[src/logic/cedma_pkg.sv]
// crypto engine dma control: register map, field positions, descriptor
// layout, engine states and the carrier structs shared by the design.
// assumes a 32-bit wishbone register bus and a 32-bit memory port.
package cedma_pkg;

  localparam int unsigned CEDMA_DW = 32;
  localparam int unsigned CEDMA_AW = 4;

  // register byte offsets
  localparam logic [3:0] CEDMA_ADR_CTRL = 4'h0;
  localparam logic [3:0] CEDMA_ADR_BASE = 4'h4;
  localparam logic [3:0] CEDMA_ADR_STAT = 4'h8;

  // control field positions
  localparam int unsigned CEDMA_B_OSWAP = 7;
  localparam int unsigned CEDMA_B_ENGINE_SOFT_RESET = 6;
  localparam int unsigned CEDMA_B_ISWAP = 5;
  localparam int unsigned CEDMA_B_FETCH = 2;
  localparam int unsigned CEDMA_B_POLL = 1;
  localparam int unsigned CEDMA_B_DMA = 0;

  // status field positions
  localparam int unsigned CEDMA_S_KICK = 8;
  localparam int unsigned CEDMA_S_CNT = 16;

  // descriptor: word0 {valid, len}, word1 src, word2 dst, word3 next
  localparam int unsigned CEDMA_D_VALID = 31;
  localparam int unsigned CEDMA_LEN_W = 16;
  localparam logic [1:0] CEDMA_D_LAST = 2'h3;
  localparam logic [31:0] CEDMA_STEP = 32'h4;
  localparam logic [7:0] CEDMA_POLL_CYCLES = 8'h10;

  typedef enum logic [4:0] {
    CEDMA_IDLE = 5'h01,
    CEDMA_FETCH = 5'h02,
    CEDMA_MOVE = 5'h04,
    CEDMA_CLOSE = 5'h08,
    CEDMA_WAIT = 5'h10
  } cedma_state_type;

  typedef struct packed {
    logic oswap;
    logic engine_soft_reset;
    logic iswap;
    logic fetch_en;
    logic poll_en;
    logic dma_en;
  } cedma_ctrl_type;

  localparam cedma_ctrl_type CEDMA_CTRL_RST = '0;

  typedef struct packed {
    logic req;
    logic we;
    logic [31:0] addr;
    logic [31:0] wdata;
  } cedma_mreq_type;

  // byte order reversal of one word
  function automatic logic [31:0] cedma_swap(input logic [31:0] w,
                                             input logic en);
    cedma_swap = en ? {w[7:0], w[15:8], w[23:16], w[31:24]} : w;
  endfunction : cedma_swap

endpackage : cedma_pkg

[src/logic/cedma_ctrl.sv]
// crypto engine dma control: fifo and top with wishbone slave, descriptor
// walker and the byte swapping data path.
// assumes a memory slave that holds rdata valid with a one-cycle ack.
//
// The address map and the Wishbone slave port were decided locally.
`timescale 1ns/100ps

module cedma_fifo #(
  parameter int unsigned WIDTH = 32,
  parameter int unsigned DEPTH = 16
) (
  input wire logic clk_i,
  input wire logic rst_i,
  input wire logic ce_i,
  input wire logic flush_i,
  input wire logic in_valid_i,
  output logic in_ready_o,
  input wire logic [WIDTH-1:0] in_data_i,
  output logic out_valid_o,
  input wire logic out_ready_i,
  output logic [WIDTH-1:0] out_data_o,
  output logic [$clog2(DEPTH):0] count_o
);
  localparam int unsigned AW = $clog2(DEPTH);
  localparam logic [AW:0] FULL = (AW+1)'(DEPTH);

  typedef struct packed {
    logic [DEPTH-1:0][WIDTH-1:0] mem;
    logic [AW-1:0] wp;
    logic [AW-1:0] rp;
    logic [AW:0] cnt;
  } cedma_fifo_state_type;

  cedma_fifo_state_type s;
  cedma_fifo_state_type next_s;
  logic push;
  logic pop;

  // depth must be a power of two so the pointers wrap on their own
  assign in_ready_o = (s.cnt != FULL);
  assign out_valid_o = (s.cnt != '0);
  assign out_data_o = s.mem[s.rp];
  assign count_o = s.cnt;
  assign push = in_valid_i & in_ready_o;
  assign pop = out_ready_i & out_valid_o;

  // pointer and level update, flush wins over traffic
  always_comb begin
    next_s = s;
    if (push) begin
      next_s.mem[s.wp] = in_data_i;
      next_s.wp = AW'(s.wp + 1'b1);
    end
    if (pop) begin
      next_s.rp = AW'(s.rp + 1'b1);
    end
    case ({push, pop})
      2'b10: next_s.cnt = (AW+1)'(s.cnt + 1'b1);
      2'b01: next_s.cnt = (AW+1)'(s.cnt - 1'b1);
      default: next_s.cnt = s.cnt;
    endcase
    if (flush_i) begin
      next_s.wp = '0;
      next_s.rp = '0;
      next_s.cnt = '0;
    end
  end

  always_ff @(posedge clk_i) begin
    if (rst_i) begin
      s <= '0;
    end else if (ce_i) begin
      s <= next_s;
    end
  end

endmodule : cedma_fifo

// Function
// - output swap set reverses bytes of every data word the dma writes; the descriptor write-back is not swapped.
// - input swap set reverses bytes of every data word the dma reads; descriptor words are read unswapped.
// - writing one starts engine reset; hardware clears the bit itself.
// - descriptors are fetched only while fetch enable is one.
// - with poll enable, re-read the descriptor until valid; else no poll.
// - the dma moves nothing while its enable is zero.
// - control fields reset to zero; unused bits read zero.
module cedma_ctrl
  import cedma_pkg::*;
#(
  parameter int unsigned FIFO_DEPTH = 16,
  parameter logic [7:0] POLL_CYCLES = cedma_pkg::CEDMA_POLL_CYCLES
) (
  input wire logic clk_i,
  input wire logic rst_i,
  input wire logic ce_i,
  input wire logic wb_cyc_i,
  input wire logic wb_stb_i,
  input wire logic wb_we_i,
  input wire logic [cedma_pkg::CEDMA_AW-1:0] wb_adr_i,
  input wire logic [3:0] wb_sel_i,
  input wire logic [cedma_pkg::CEDMA_DW-1:0] wb_dat_i,
  output logic [cedma_pkg::CEDMA_DW-1:0] wb_dat_o,
  output logic wb_ack_o,
  output cedma_pkg::cedma_mreq_type mem_o,
  input wire logic mem_ack_i,
  input wire logic [cedma_pkg::CEDMA_DW-1:0] mem_rdata_i,
  output logic engine_soft_reset_o
);
  import cedma_pkg::*;

  localparam int unsigned CW = $clog2(FIFO_DEPTH) + 1;

  typedef struct packed {
    cedma_state_type st;
    cedma_ctrl_type ctrl;
    logic [31:0] base;
    logic [31:0] cur;
    logic [31:0] src;
    logic [31:0] dst;
    logic [31:0] nxt;
    logic [CEDMA_LEN_W-1:0] len;
    logic [CEDMA_LEN_W-1:0] rd_left;
    logic [CEDMA_LEN_W-1:0] wr_left;
    logic [1:0] widx;
    logic [7:0] wait_cnt;
    logic kick;
    cedma_mreq_type mem;
    logic ack;
    logic [31:0] dat;
  } cedma_regs_type;

  cedma_regs_type r;
  cedma_regs_type next_r;
  logic wb_take;
  logic mem_done;
  logic fifo_push;
  logic fifo_pop;
  logic fifo_in_ready;
  logic fifo_out_valid;
  logic [31:0] fifo_in;
  logic [31:0] fifo_out;
  logic [CW-1:0] fifo_cnt;

  assign wb_dat_o = r.dat;
  assign wb_ack_o = r.ack;
  assign mem_o = r.mem;
  assign engine_soft_reset_o = r.ctrl.engine_soft_reset;

  // data buffer between memory reads and memory writes
  cedma_fifo #(
    .WIDTH(CEDMA_DW),
    .DEPTH(FIFO_DEPTH)
  ) u_fifo (
    .clk_i(clk_i),
    .rst_i(rst_i),
    .ce_i(ce_i),
    .flush_i(r.ctrl.engine_soft_reset),
    .in_valid_i(fifo_push),
    .in_ready_o(fifo_in_ready),
    .in_data_i(fifo_in),
    .out_valid_o(fifo_out_valid),
    .out_ready_i(fifo_pop),
    .out_data_o(fifo_out),
    .count_o(fifo_cnt)
  );

  assign wb_take = wb_cyc_i & wb_stb_i & ~r.ack;
  assign mem_done = r.mem.req & mem_ack_i;
  // read data enters the buffer in the ack cycle
  assign fifo_push = mem_done & ~r.mem.we & (r.st == CEDMA_MOVE)
                     & ~r.ctrl.engine_soft_reset;
  assign fifo_in = cedma_swap(mem_rdata_i, r.ctrl.iswap);

  // bus slave, descriptor walker and request issue
  always_comb begin
    next_r = r;
    fifo_pop = 1'b0;
    next_r.ack = wb_take;
    // a new request waits one cycle after an answer, so the buffer
    // level seen at issue already holds the last read word
    if (mem_done) begin
      next_r.mem.req = 1'b0;
    end
    case (r.st)
      CEDMA_IDLE: begin
        if (r.kick && r.ctrl.fetch_en) begin
          next_r.st = CEDMA_FETCH;
          next_r.widx = '0;
          next_r.kick = 1'b0;
        end
      end
      CEDMA_FETCH: begin
        if (mem_done) begin
          next_r.widx = 2'(r.widx + 1'b1);
          case (r.widx)
            2'h0: begin
              next_r.len = mem_rdata_i[CEDMA_LEN_W-1:0];
              next_r.rd_left = mem_rdata_i[CEDMA_LEN_W-1:0];
              next_r.wr_left = mem_rdata_i[CEDMA_LEN_W-1:0];
              if (!mem_rdata_i[CEDMA_D_VALID]) begin
                next_r.widx = '0;
                next_r.wait_cnt = POLL_CYCLES;
                next_r.st = r.ctrl.poll_en ? CEDMA_WAIT : CEDMA_IDLE;
              end
            end
            2'h1: next_r.src = mem_rdata_i;
            2'h2: next_r.dst = mem_rdata_i;
            default: begin
              next_r.nxt = mem_rdata_i;
              next_r.st = (r.len == '0) ? CEDMA_CLOSE : CEDMA_MOVE;
            end
          endcase
        end
      end
      CEDMA_MOVE: begin
        if (mem_done && !r.mem.we) begin
          next_r.rd_left = CEDMA_LEN_W'(r.rd_left - 1'b1);
          next_r.src = r.src + CEDMA_STEP;
        end
        if (mem_done && r.mem.we) begin
          next_r.wr_left = CEDMA_LEN_W'(r.wr_left - 1'b1);
          next_r.dst = r.dst + CEDMA_STEP;
          if (r.wr_left == CEDMA_LEN_W'(1)) begin
            next_r.st = CEDMA_CLOSE;
          end
        end
      end
      CEDMA_CLOSE: begin
        if (mem_done) begin
          next_r.cur = r.nxt;
          next_r.widx = '0;
          next_r.st = r.ctrl.fetch_en ? CEDMA_FETCH : CEDMA_IDLE;
        end
      end
      CEDMA_WAIT: begin
        if (!r.ctrl.poll_en || !r.ctrl.fetch_en) begin
          next_r.st = CEDMA_IDLE;
        end else if (r.wait_cnt == '0) begin
          next_r.st = CEDMA_FETCH;
        end else begin
          next_r.wait_cnt = 8'(r.wait_cnt - 1'b1);
        end
      end
      default: next_r.st = CEDMA_IDLE;
    endcase
    // issue: nothing reaches memory while the dma is disabled
    if (!r.mem.req && r.ctrl.dma_en && !r.ctrl.engine_soft_reset) begin
      case (r.st)
        CEDMA_FETCH: begin
          if (r.ctrl.fetch_en) begin
            next_r.mem.req = 1'b1;
            next_r.mem.we = 1'b0;
            next_r.mem.addr = r.cur + {28'h0, r.widx, 2'h0};
          end
        end
        CEDMA_MOVE: begin
          if (fifo_out_valid && (r.rd_left == '0 || !fifo_in_ready)) begin
            fifo_pop = 1'b1;
            next_r.mem.req = 1'b1;
            next_r.mem.we = 1'b1;
            next_r.mem.addr = r.dst;
            next_r.mem.wdata = cedma_swap(fifo_out, r.ctrl.oswap);
          end else if (r.rd_left != '0 && fifo_in_ready) begin
            next_r.mem.req = 1'b1;
            next_r.mem.we = 1'b0;
            next_r.mem.addr = r.src;
          end
        end
        CEDMA_CLOSE: begin
          // hand the descriptor back with its valid bit cleared
          next_r.mem.req = 1'b1;
          next_r.mem.we = 1'b1;
          next_r.mem.addr = r.cur;
          next_r.mem.wdata = {16'h0, r.len};
        end
        default: ;
      endcase
    end
    // engine reset drops everything in flight, hardware clears the bit
    if (r.ctrl.engine_soft_reset) begin
      next_r.st = CEDMA_IDLE;
      next_r.mem.req = 1'b0;
      next_r.kick = 1'b0;
      next_r.widx = '0;
      next_r.rd_left = '0;
      next_r.wr_left = '0;
      next_r.cur = r.base;
      next_r.ctrl.engine_soft_reset = 1'b0;
    end
    // register writes come last so a set beats the hardware clear
    if (wb_take && wb_we_i) begin
      if (wb_adr_i == CEDMA_ADR_CTRL && wb_sel_i[0]) begin
        next_r.ctrl.oswap = wb_dat_i[CEDMA_B_OSWAP];
        next_r.ctrl.iswap = wb_dat_i[CEDMA_B_ISWAP];
        next_r.ctrl.fetch_en = wb_dat_i[CEDMA_B_FETCH];
        next_r.ctrl.poll_en = wb_dat_i[CEDMA_B_POLL];
        next_r.ctrl.dma_en = wb_dat_i[CEDMA_B_DMA];
        next_r.kick = wb_dat_i[CEDMA_B_FETCH];
        if (wb_dat_i[CEDMA_B_ENGINE_SOFT_RESET]) begin
          next_r.ctrl.engine_soft_reset = 1'b1;
        end
      end
      if (wb_adr_i == CEDMA_ADR_BASE) begin
        for (int b = 0; b < 4; b++) begin
          if (wb_sel_i[b]) begin
            next_r.base[8*b +: 8] = wb_dat_i[8*b +: 8];
          end
        end
        // a running walk keeps its pointer
        if (r.st == CEDMA_IDLE) begin
          next_r.cur = next_r.base;
        end
      end
    end
    // read mux, unused bits and unmapped offsets read zero
    if (wb_take) begin
      next_r.dat = '0;
      case (wb_adr_i)
        CEDMA_ADR_CTRL: begin
          next_r.dat[CEDMA_B_OSWAP] = r.ctrl.oswap;
          next_r.dat[CEDMA_B_ENGINE_SOFT_RESET] = r.ctrl.engine_soft_reset;
          next_r.dat[CEDMA_B_ISWAP] = r.ctrl.iswap;
          next_r.dat[CEDMA_B_FETCH] = r.ctrl.fetch_en;
          next_r.dat[CEDMA_B_POLL] = r.ctrl.poll_en;
          next_r.dat[CEDMA_B_DMA] = r.ctrl.dma_en;
        end
        CEDMA_ADR_BASE: next_r.dat = r.base;
        CEDMA_ADR_STAT: begin
          next_r.dat[4:0] = r.st;
          next_r.dat[CEDMA_S_KICK] = r.kick;
          next_r.dat[CEDMA_S_CNT +: CW] = fifo_cnt;
        end
        default: next_r.dat = '0;
      endcase
    end
  end

  // the clock enable freezes every bit of state
  always_ff @(posedge clk_i) begin
    if (rst_i) begin
      r <= '0;
      r.st <= CEDMA_IDLE;
      r.ctrl <= CEDMA_CTRL_RST;
    end else if (ce_i) begin
      r <= next_r;
    end
  end
endmodule : cedma_ctrl

[config.mk]
export PLATFORM = sky130hd
export DESIGN_NAME = cedma_ctrl
export DESIGN_NICKNAME = d
export VERILOG_FILES = /design/src/logic/cedma_pkg.sv /design/src/logic/cedma_ctrl.sv
export SDC_FILE = /design/constraint.sdc
export NUM_CORES = 2
export LEC_CHECK = 0
export ABC_CLOCK_PERIOD_IN_PS = 2700
export BUFFER_PORTS_ARGS = -buffer_cell sky130_fd_sc_hd__clkbuf_2
export CAP_MARGIN = 20
export CORE_ASPECT_RATIO = 0.9
export CORE_MARGIN = 5
export CORE_UTILIZATION = 45
export DETAILED_ROUTE_END_ITERATION = 10
export GPL_TIMING_DRIVEN = 0
export MAX_ROUTING_LAYER = met4
export SYNTH_ARGS = -nofsm -noshare
export SYNTH_HDL_FRONTEND = slang
export SYNTH_SLANG_ARGS = --single-unit
[constraint.sdc]
create_clock -name clk_i -period 2.7 [get_ports clk_i]
set_input_delay 0.135 -clock clk_i [delete_from_list [all_inputs] [get_ports clk_i]]
set_output_delay 0.135 -clock clk_i [all_outputs]
set_load 0.01 [all_outputs]
==> results by group <==
Place
  • DP Worst Slack: -1490 ps
  • Port buffer count: 175
  • HPWL after DPL: 136000 um
  • Gpl congestion: 1.02

Yosys
  • Share of the synthesized area in the top cell type: 0.422
  • Yosys warnings: 0
  • #FFs+latches synth: 854
  • Syn_area_per_cell: 9.09 um2
  • EDFF count, synth: 0
  • Cell area after synthesis: 40500 um2
  • Unique cell type count in the Yosys netlist: 84
  • Register area share after synthesis: 0.422
  • Synth top area cells: dfxtp_1 42%, a211oi_1 9.9%, mux4_2 9.3%, nor2_1 6.4%, nand2_1 3.2%
  • Syn Inst Count: 4453
  • Most common cell in the synthesized netlist: dfxtp_1
  • Top cells by count, synth: 854 x dfxtp_1, 691 x nor2_1, 532 x a211oi_1, 343 x nand2_1, 280 x clkbuf_1
  • Asr flop ratio synth: 0
  • Post-Syn Nets: 4552
  • Post-synth top area cell: dfxtp_1
  • Ys flop type: dfxtp_1

Setup path
  • Slowest stage cell, crit path: a2111oi_4
  • Crit Path Max Fanout: 7
  • Req. time, crit path: 3300 ps
  • CP peak stage delay: 520 ps
  • Startpoint type of the worst setup path: flip-flop
  • Critical path, cell by cell: nor4_4 -> nand4_4 -> a2111oi_4 -> xor2_1 -> ha_2 -> and3_4 -> mux2i_1 -> or4_1 -> a31oi_1
  • CP arrival: 3390 ps
  • Top delay family on crit path: simple AND/OR/NAND/NOR gates
  • CP Class: reg2reg
  • Critical path buffers and inverters: 0
  • Worst setup EP type: flip-flop

Timing
  • Hold Vio Cnt, Final: 0
  • Final worst slack: -93.1 ps
  • Final setup fails: 16
  • Peak Freq: 0.358 GHz
  • Final Skew: 31.1 ps
  • Setup repair after global routing missed its margin: true
  • Worst-Margin Slew: 1270 ps
  • Final period util: 1.03
  • Pins over their slew limit: 0
  • Slew headroom: 0.153
  • Setup_tns: -463 ps
  • Tmin final: 2790 ps

Global routing
  • Antenna violations before repair: 10
  • First-pass GRT wire length: 259000 um
  • Pin count of the biggest net entering global routing: 16
  • GRT Overall Usage: 0.373
  • Vias in the first global route: 36.1k
  • GRT overflow: 0

Route
  • Met3 routed WL: 26400 um
  • Total wire length: 184000 um
  • Met2 Routed Length: 71400 um
  • Max Used Layer: met4
  • Vias: 40.1k
  • Router iterations before antenna repair: 6
  • Drt initial violations: 6079
  • Routed Antenna Nets: 0
  • Met1 Wirelength: 78200 um
  • Wire per inst: 30.0 um
  • Vias/cell: 6.54
  • DRC Markers: 0

Power and ir drop
  • Total internal power: 20500 uW
  • Overall power: 27400 uW
  • VDD IR max: 0.672 mV
  • Cell leakage power: 0.0165 uW
  • Net Sw Power: 6860 uW
  • Switching Share: 0.251
  • Clock Power Share: 0.483
  • Sequential share of power: 0.465
  • Logic gate share of total power: 0.052
  • PD cells: 556 nW/um2

Die
  • Die Ht: 295 um
  • Cell Rows: 104
  • Core footprint: 89400 um2
  • I/O pins: 179
  • Die X: 326 um
  • Initial Util: 0.453
  • Die area: 96100 um2

Run status
  • Status: complete, but fails checks
  • Failing checks: negative setup slack

Finish
  • Layout area overhead: 21.6%
  • Fill count: 8201
  • Core Util, Final: 0.551
  • Fraction of layout cells with a size suffix above 1: 0.234
  • Nets: 4970

Clock tree
  • Total CTS buffers: 94
  • Clock tree buffer depth: 3
  • CTS tree: yes
  • Clock transition at path regs: 70 ps
  • Clk sinks: 854
  • Clk Latency, worst-skew pair: 690 ps
  • CTS H-tree lvls: 3
  • CTS Root Cell: clkbuf_16

Min path
  • Worst min path class: in2reg

Flow run
  • Max-Cap Viols: 0
worst register-to-register path, stage by stage, from the launching register on:
cell	delay (ps)
dfxtp_2	360
nor4_4	380
nand4_4	210
a2111oi_4	520
xor2_1	200
ha_2	230
and3_4	180
mux2i_1	70
or4_1	400
a31oi_1	160
power groups by stage:
stage	Clock (uW)	Combinational, uW	Sequential, uW
2_1_floorplan	0	547	13000
3_3_place_gp	0	1190	13000
3_5_place_dp	0	1200	13000
4_1_cts	13200	1310	12700
5_1_grt	13700	1440	12700
6_report	13200	1420	12700
final timing paths:
path | start | endpoint | depth (start not counted) | slack [ps]
worst min-delay path | mem_rdata_i[27] | r[185] | 3 | 70
worst min register to register | r[188] | r[188] | 2 | 460
worst max register to register | r[137] | u_fifo.count_o[4] | 9 | -90
worst max-delay path | r[137] | u_fifo.count_o[4] | 9 | -90
state kept, by name, indices dropped and copies added, names as in the netlist:
register,cells
mem_o,66
u_fifo.s,520
wb_ack_o,1
r,229
u_fifo.count_o,5
wb_dat_o,32
engine_soft_reset_o,1
logic make-up after synthesis:
group           synth area share
fa+ha+maj                0.00637
mux                        0.119
xor+xnor                 0.00649
buf+inv                   0.0708
compound gates             0.222
flops                      0.422
simple gates               0.153
what timing repair did:
action / in CTS / in global routing
hold buffers: 70 / 0
gates cloned: 2 / 8
setup endpoints to repair: 747 / 725
gates resized for setup: 253 / 363
pin swaps: 11 / 18
buffers inserted: 26 / 33
hold endpoints to repair: 121 / 0
routing by layer:
layer  track usage  vias to the layer above
met5             -                        -
met4         0.131                        0
met2         0.485                     2628
met1         0.538                    19700
met3         0.122                      450
li1              -                    17300
per-stage QoR:
stage                     std cells  hold WS [ps]  area [um2]
after CTS                      6070          1.12       47700
after global placement         5794           405       42800
after floorplan                4453           271       40500
final                          6127          67.1       49200
after global routing           6122          40.9       49200
after detailed placement       5810           404       43000
cell usage in the layout (no fill, tap or decap), types with 54 or more instances in the layout:
cell type and count:
a211oi_1 485, a21oi_1 235, a22oi_1 66, buf_4 182
clkbuf_1 204, clkbuf_16 95, clkbuf_2 244, dfxtp_1 841
dlygate4sd3_1 70, inv_1 58, mux4_2 168, nand2_1 342
nand3_1 106, nor2_1 685, nor3_1 54, o21ai_0 149
area by class of cell:
cell class	count	area, um2	share of cell area
clock buffer	142	2790	0.0567
tap	1166	1460	0.0296
timing repair buffer	335	2420	0.0492
buffer	515	3420	0.0695
sequential	854	17100	0.348
multi-input combinational	3010	21400	0.435
clock inverter	28	317	0.00643
antenna	16	40.0	0.000813
inverter	61	233	0.00473
Note: power is estimated with default switching activity, not from simulation.
